$ cat src/utd_pkg.sv
// Constants for the USB termination decode block: register map, field layout,
// reset values and the resistor-enable codes of the signaling states.
// Assumes a 32-bit Avalon-MM slave with byte addresses and one word per register.
//
// Notes on behaviour
// - Resistor enables depend only on speed, termination, mode and both pull-down fields.
// - D+ pull-up enable high connects the 1.5 kOhm pull-up on D+.
// - Pull-down enables connect the 15 kOhm pull-downs on D- and D+.
// - High-speed termination enable connects 45 Ohm terminations on both lines together.
// - Mode 01b forces all four enables off whatever the other fields hold.
// - Host chirp and host high-speed: both pull-downs plus termination, pull-up off.
// - Host full-speed: only the two pull-down enables.
// - Host high/full-speed suspend and resume: only the two pull-down enables.
// - Host low-speed suspend: only the two pull-down enables.
// - Host low-speed resume: only the two pull-down enables.
// - Host test J or K: both pull-downs plus high-speed termination.
// - Peripheral chirp: only the D+ pull-up enable.
// - Peripheral high-speed and test J/K: only high-speed termination.
// - Peripheral full-speed, suspend and resume: only the D+ pull-up enable.
// - OTG peripheral chirp: D+ pull-up and D- pull-down enables.
// - OTG peripheral high-speed and test J/K: D- pull-down and termination enables.
// - OTG peripheral full-speed, suspend and resume: D+ pull-up and D- pull-down.

package utd_pkg;

    // Register byte offsets.
    localparam logic [3:0] UTD_CTRL_OFS   = 4'h0;
    localparam logic [3:0] UTD_STATUS_OFS = 4'h4;

    // Control register field positions.
    localparam int UTD_SPEED_LSB = 0;
    localparam int UTD_TERM_BIT  = 2;
    localparam int UTD_MODE_LSB  = 3;
    localparam int UTD_DPPD_BIT  = 5;
    localparam int UTD_DMPD_BIT  = 6;
    localparam int UTD_CTRL_W    = 7;

    // Control register reset value: speed 01b, termination 0, mode 00b, pull-downs 1.
    localparam logic [6:0] UTD_CTRL_RST = 7'h61;

    // Field encodings.
    localparam logic [1:0] UTD_SPEED_HS = 2'h0;
    localparam logic [1:0] UTD_SPEED_FS = 2'h1;
    localparam logic [1:0] UTD_SPEED_LS = 2'h2;
    localparam logic [1:0] UTD_MODE_NORMAL = 2'h0;
    localparam logic [1:0] UTD_MODE_NODRV  = 2'h1;
    localparam logic [1:0] UTD_MODE_NOSYNC = 2'h2;

    // Enable vector order: {pull-up D+, pull-down D+, pull-down D-, HS termination}.
    localparam int UTD_EN_PU   = 3;
    localparam int UTD_EN_DPPD = 2;
    localparam int UTD_EN_DMPD = 1;
    localparam int UTD_EN_HST  = 0;
    localparam logic [3:0] UTD_EN_OFF     = 4'h0;
    localparam logic [3:0] UTD_EN_HOST    = 4'h6;
    localparam logic [3:0] UTD_EN_HOST_HS = 4'h7;
    localparam logic [3:0] UTD_EN_PERI    = 4'h8;
    localparam logic [3:0] UTD_EN_PERI_HS = 4'h1;
    localparam logic [3:0] UTD_EN_OTG     = 4'hA;
    localparam logic [3:0] UTD_EN_OTG_HS  = 4'h3;
    localparam logic [3:0] UTD_EN_RST     = 4'h6;

    typedef logic [31:0] utd_word_t;

endpackage

$ cat src/utd_termination_decode.sv
// USB termination decode: Avalon-MM register file holding the transceiver fields
// and the decode that turns them into the four data-line resistor enables.
// Assumes the Avalon master holds each request until waitrequest is sampled low.
//
// Chosen here: the Avalon-MM slave port and the register offsets.
`timescale 1ns/1ps

module utd_termination_decode (
    // Clock and reset.
    input  wire logic              CLK_I,
    input  wire logic              RSTN_I,
    // Avalon-MM slave.
    input  wire logic [3:0]        AVS_ADDRESS_I,
    input  wire logic              AVS_READ_I,
    input  wire logic              AVS_WRITE_I,
    input  wire logic [3:0]        AVS_BYTEENABLE_I,
    input  wire utd_pkg::utd_word_t AVS_WRITEDATA_I,
    output utd_pkg::utd_word_t     AVS_READDATA_O,
    output logic                   AVS_WAITREQUEST_O,
    // Resistor enables toward the analog front end.
    output logic                   DPLUS_PULLUP_ENABLE_O,
    output logic                   DPLUS_PULLDOWN_ENABLE_O,
    output logic                   DMINUS_PULLDOWN_ENABLE_O,
    output logic                   HIGHSPEED_TERMINATION_ENABLE_O
);
    import utd_pkg::*;

    logic [UTD_CTRL_W-1:0] ctrl_ff;
    logic [3:0]            en_ff;
    logic                  ack_ff;
    utd_word_t             rdata_ff;

    wire       req         = AVS_READ_I | AVS_WRITE_I;
    wire       hit_ctrl    = AVS_ADDRESS_I == UTD_CTRL_OFS;
    wire       hit_status  = AVS_ADDRESS_I == UTD_STATUS_OFS;
    wire       ctrl_wr     = AVS_WRITE_I & ack_ff & hit_ctrl & AVS_BYTEENABLE_I[0];
    wire       rd_sample   = AVS_READ_I & ~ack_ff;

    // Field views of the control register.
    wire [1:0] transceiver_speed_select = ctrl_ff[UTD_SPEED_LSB +: 2];
    wire       termination_select       = ctrl_ff[UTD_TERM_BIT];
    wire [1:0] operating_mode_field     = ctrl_ff[UTD_MODE_LSB +: 2];
    wire       dplus_pulldown_ctl       = ctrl_ff[UTD_DPPD_BIT];
    wire       dminus_pulldown_ctl      = ctrl_ff[UTD_DMPD_BIT];

    // Decode. The pull-downs follow their controls, the high-speed termination is
    // on when the HS transceiver runs without FS termination, and the pull-up is
    // on for an FS-terminated port that is not set to low speed and is not pulling D+ down itself.
    wire       drivers_off = operating_mode_field == UTD_MODE_NODRV;
    wire       pu_dec      = termination_select & ~dplus_pulldown_ctl
                             & (transceiver_speed_select != UTD_SPEED_LS);
    wire       hst_dec     = ~termination_select
                             & (transceiver_speed_select == UTD_SPEED_HS);
    wire [3:0] dec_en      = {pu_dec, dplus_pulldown_ctl, dminus_pulldown_ctl,
                              hst_dec};
    wire [3:0] nxt_en      = drivers_off ? UTD_EN_OFF : dec_en;

    wire [UTD_CTRL_W-1:0] nxt_ctrl = ctrl_wr ? AVS_WRITEDATA_I[UTD_CTRL_W-1:0] : ctrl_ff;

    // Read mux; unmapped addresses read as zero.
    wire utd_word_t rd_mux = hit_ctrl   ? {{(32-UTD_CTRL_W){1'b0}}, ctrl_ff} :
                             hit_status ? {28'h0000000, en_ff} : 32'h00000000;
    wire utd_word_t nxt_rdata = rd_sample ? rd_mux : rdata_ff;

    // One wait state on every access: the answer comes on the second cycle.
    assign AVS_WAITREQUEST_O = req & ~ack_ff;
    assign AVS_READDATA_O    = rdata_ff;

    always_ff @(posedge CLK_I or negedge RSTN_I) begin
        if (!RSTN_I) begin
            ack_ff   <= 1'b0;
            rdata_ff <= 32'h00000000;
        end else begin
            ack_ff   <= req & ~ack_ff;
            rdata_ff <= nxt_rdata;
        end
    end

    always_ff @(posedge CLK_I or negedge RSTN_I) begin
        if (!RSTN_I) begin
            ctrl_ff <= UTD_CTRL_RST;
            en_ff   <= UTD_EN_RST;
        end else begin
            ctrl_ff <= nxt_ctrl;
            en_ff   <= nxt_en;
        end
    end

    assign DPLUS_PULLUP_ENABLE_O          = en_ff[UTD_EN_PU];
    assign DPLUS_PULLDOWN_ENABLE_O        = en_ff[UTD_EN_DPPD];
    assign DMINUS_PULLDOWN_ENABLE_O       = en_ff[UTD_EN_DMPD];
    assign HIGHSPEED_TERMINATION_ENABLE_O = en_ff[UTD_EN_HST];

    wire [3:0] en_out = {DPLUS_PULLUP_ENABLE_O, DPLUS_PULLDOWN_ENABLE_O,
                         DMINUS_PULLDOWN_ENABLE_O, HIGHSPEED_TERMINATION_ENABLE_O};

    // Matches a control value against one row of the signaling-state table.
    // The control value is an argument so that the checks see its sampled value.
    function automatic logic fld(input logic [UTD_CTRL_W-1:0] c,
                                 input logic [1:0]            sp,
                                 input logic                  tm,
                                 input logic [1:0]            md,
                                 input logic                  dp,
                                 input logic                  dm);
        fld = c[UTD_SPEED_LSB +: 2] == sp
              && c[UTD_TERM_BIT] == tm
              && c[UTD_MODE_LSB +: 2] == md
              && c[UTD_DPPD_BIT] == dp
              && c[UTD_DMPD_BIT] == dm;
    endfunction
endmodule

$ cat config.mk
export PLATFORM = sky130hd
export DESIGN_NAME = utd_termination_decode
export DESIGN_NICKNAME = d
export VERILOG_FILES = /design/src/utd_pkg.sv /design/src/utd_termination_decode.sv
export SDC_FILE = /design/constraint.sdc
export NUM_CORES = 1
export LEC_CHECK = 0
export BUFFER_PORTS_ARGS = -buffer_cell sky130_fd_sc_hd__buf_2
export CORE_ASPECT_RATIO = 0.5
export CORE_MARGIN = 2
export CORE_UTILIZATION = 39
export CTS_BUF_LIST = sky130_fd_sc_hd__clkbuf_16
export CTS_CLUSTER_SIZE = 24
export DETAILED_ROUTE_END_ITERATION = 10
export GPL_TIMING_DRIVEN = 0
export HOLD_SLACK_MARGIN = 0.06
export PLACE_DENSITY_LB_ADDON = 0.3
export SKIP_CTS_REPAIR_TIMING = 1
export SLEW_MARGIN = 20
export SYNTH_ARGS = -nofsm -noshare
export SYNTH_HDL_FRONTEND = slang
export SYNTH_SLANG_ARGS = --single-unit
$ cat constraint.sdc
create_clock -name CLK_I -period 1.3 [get_ports CLK_I]
set_input_delay 0.13 -clock CLK_I [delete_from_list [all_inputs] [get_ports CLK_I]]
set_output_delay 0.13 -clock CLK_I [all_outputs]
set_load 0.005 [all_outputs]
=== Word-level counts from Yosys, hierarchy flattened ===
Cells that the tools add are included.

* Bits in registers: 44
* Bits of input ports: 44
* Output and inout port bits: 37
* Logic and storage cells: 24

* Equality and inequality tests: 3
* Multiplexer cells: 3
* Bitwise operators: 12
* Reduce and logical (&&, ||, !) cells: 2

{| class="wikitable"
|+ Operator list
! cell !! number
|-
| $and A1 B1 Y1 || 8
|-
| $mux W4 || 2
|-
| $mux W7 || 1
|-
| $eq A4 B3 Y1 const B || 1
|-
| $logic_not A4 Y1 || 1
|-
| $not A1 Y1 || 3
|-
| $eq A2 B1 Y1 const B || 1
|-
| $logic_not A2 Y1 || 1
|-
| $ne A2 B2 Y1 const B || 1
|-
| $or A1 B1 Y1 || 1
|}

=== Depth between registers and ports, before layout ===
* Depth after elaboration: 4
* Mapped depth: 5
* Gate-level depth less buffers: 3

=== Worst setup path after synthesis ===
Ideal clock, no wire load.

* Kind: input -> register
* Start: input port AVS_ADDRESS_I[2]
* End: register ctrl_ff[1]
* Setup time: 125 ps
* Arrival time: 1139 ps
* Required time: 1175 ps
* Setup slack: 36 ps
* Cell stages on the path: 5
* Buffers on the path: 2
* Cells stage by stage: buf_2 > nor4_4 > and4_4 > buf_12 > mux2_4

* Word-level cells in the longest chain between the ends: 3

{| class="wikitable"
|+ Ends and longest elaborated chain
! what !! line !! source
|-
| start, declared || utd_termination_decode.sv:13 || <nowiki>input wire logic [3:0] AVS_ADDRESS_I,</nowiki>
|-
| $logic_not A4 Y1 || utd_termination_decode.sv:34 || <nowiki>wire hit_ctrl = AVS_ADDRESS_I == UTD_CTRL_OFS;</nowiki>
|-
| $and A1 B1 Y1 (2 in a row) || utd_termination_decode.sv:36 || <nowiki>wire ctrl_wr = AVS_WRITE_I & ack_ff & hit_ctrl & AVS_BYTEENABLE_I[0];</nowiki>
|-
| end signal, assigned || utd_termination_decode.sv:84 || <nowiki>ctrl_ff <= nxt_ctrl;</nowiki>
|-
| end, declared || utd_termination_decode.sv:28 || <nowiki>logic [UTD_CTRL_W-1:0] ctrl_ff;</nowiki>
|}

Every way passes these cells.
A chain may end at the register's enable or synchronous reset.

=== Worst setup path in the final report ===
* Start: input port AVS_ADDRESS_I[1]
* End: register ctrl_ff[1]

The elaborated chain is that of the path after synthesis.

==> out/qor.csv <==
metric,value,unit
status,"complete, no violations",
number of synthesized flops with an enable pin,0,
routed length per instance,10.1,um
root buffer cell,clkbuf_16,
max frequency,0.845,GHz
final wirelength,1840,um
sequential-to-total area share from yosys stat,0.468,
detailed-route vias per instance,3.94,
top-area cell type share of the netlist area,0.340,
synth cell count leaders,"buf_4, dfrtp_1, nand2_1, mux2_4, dfstp_2",
"area leader, netlist",dfrtp_1,
fraction of final layout cells sized beyond drive strength 1,0.507,
Max-cap violations,0,
simple-gate area share of the yosys netlist,0.134,
Tot GR Track Use,0.119,
# H-tree levels,1,
Layout Cells excl Fill,181,
TritonRoute pass-1 iters,6,
TritonCTS Buffers,3,
Pwr per Cell Area,1160,nW/um^2
"Async S/R FF share, synth",1.00,
die area,3090,um^2
GRT Residual Overflow,0,
Slew Limit Fails,0,
worst endpoint required time,1.43,ns
Compound-Gate Fraction of Synth Area,0.0437,
Post-Syn Area,1030,um^2
ANT nets after route,0,
largest net degree at the start of global routing,20,
mux cell area share after synthesis,0.141,
DP Area,1300,um^2
RSZ-0062 raised after global routing,no,
CTS sink cnt,19,
crit-path max FO,7,
R2R setup slack,0.15,ns
WP data arrival,1.31,ns
Final period util,0.911,
Post-DP HPWL,1430,um
clk slew on worst S/H paths,0.05,ns
Netlist cell types,21,
ANT cells,0,
Pwr Total,1.61,mW
nets@finish,189,
post-synthesis adder-cell area fraction,0,
Finished Cell Area,1390,um^2
Tmin final,1.18,ns
DR vias,713,
Crit. End Element,flip-flop,
Peak supply drop,0.000550,V
largest family of logic cells by synthesized area,buffers and inverters,
dpl cells,176,
GP Congestion,0.726,
Die H,40.3,um
Main synth FF type,dfrtp_1,
area delta synth->final,34.8,%
Core Area,2550,um^2
Setup Viol. Count Final,0,
Cells after Synth,89,
Hold Crit Class,input port to flip-flop,
Yosys warnings,0,
TritonCTS clock tree,done,
Synth Area in XOR/XNOR,0,
initial antenna violation count,0,
vias in the first global route,576,
Initial DRC Count,32,
first-pass GRT wire length,2650,um
Synth area leaders,"dfrtp_1, buf_4, dfstp_2, mux2_4, mux2i_1",
Site Rows,13,
port bufs,26,
crit path launch type,input port,
maximum clock path buffer count,2,
DRC,0,
leakage power,0.750,nW
Synth Area per Inst,11.6,um^2
Starting Density,0.403,
clk_lat worst skew,0.25,ns
IO Pins,81,
#FFs+latches synth,19,
path type of the worst setup path,input port to flip-flop,
Horiz. Die Dim,76.7,um
most common cell in the netlist,buf_4,
Clock Skews,0.00238,ns
"Hold Violations, Final",0,
-- critical path, stage by stage --
cell and delay (ns):
buf_2 0.12, nor4_4 0.35, and4_4 0.30, buf_12 0.13
mux2_4 0.29
-- flip-flops by register name (all words and copies together) (netlist names) --
name            flops
ack_ff              1
ctrl_ff             7
en_ff               4
AVS_READDATA_O      7
-- layer usage --
metal	vias up	global-route usage	wire length, um	share of wire
met5	-	0	0	0
met4	0	0.0682	0	0
met3	0	0.0248	127	0.069
met2	33	0.230	954	0.52
met1	321	0.132	755	0.41
li1	359	-	-	-
-- stage by stage --
step	hold slack [ns]	utilization	setup slack (ns)	setup TNS [ns]
floorplan	-0.166	-	0.0364	0
global placement	0.0803	0.508	-0.109	-0.634
detailed placement	0.0829	0.508	-0.135	-0.799
CTS	-0.181	0.539	0.0908	0
global route	0.106	0.543	0.0587	0
finish	0.109	0.543	0.116	0
-- cell families after synthesis --
family,count (synthesis)
muxes,11
other,1
DFF,19
buffers and inverters,28
and+or+nand+nor,23
AOI/OAI and AO/OA,7
-- final cells by class --
type / count / area [um^2]
plain buffers: 28 / 218
clock buffers: 3 / 75.1
clock inverters: 1 / 5.00
fillers: 234 / 1170
multi-input cells: 66 / 422
flip-flops and latches: 19 / 482
well taps: 37 / 46.3
repair buffers: 27 / 140
-- worst paths after layout --
path / startpoint / endpoint / cells after the start
min in group asynchronous: RSTN_I / ack_ff / 2
max reg2reg: ack_ff / ctrl_ff[1] / 3
min: AVS_WRITEDATA_I[5] / ctrl_ff[5] / 2
min reg2reg: AVS_READDATA_O[4] / AVS_READDATA_O[4] / 2
max: AVS_ADDRESS_I[1] / ctrl_ff[1] / 5
max in group asynchronous: RSTN_I / ctrl_ff[0] / 2
-- placed cells by master (no fill, tap or decap) --
cell            n
buf_12          1
dfrtp_1        14
clkbuf_2        1
clkbuf_16       3
o31ai_1         4
nand2_1        10
and2_1          2
dlygate4sd3_1   1
mux2i_1         4
or3_2           1
buf_2          27
dfstp_2         5
clkinv_2        1
and4_4          1
nor4b_1         1
nor4_4          1
conb_1         25
nor4_1          1
mux2_4          7
nor2_1          2
nor2b_1         2
buf_4          25
nand2b_1        2
o21ai_0         3
-- where the power goes --
group,leakage [nW],internal [mW],switching (mW)
sequential,0.240,0.672,0.0513
combinational,0.469,0.163,0.112
clock,0.0409,0.412,0.205
(Power assumes the default switching activity.)
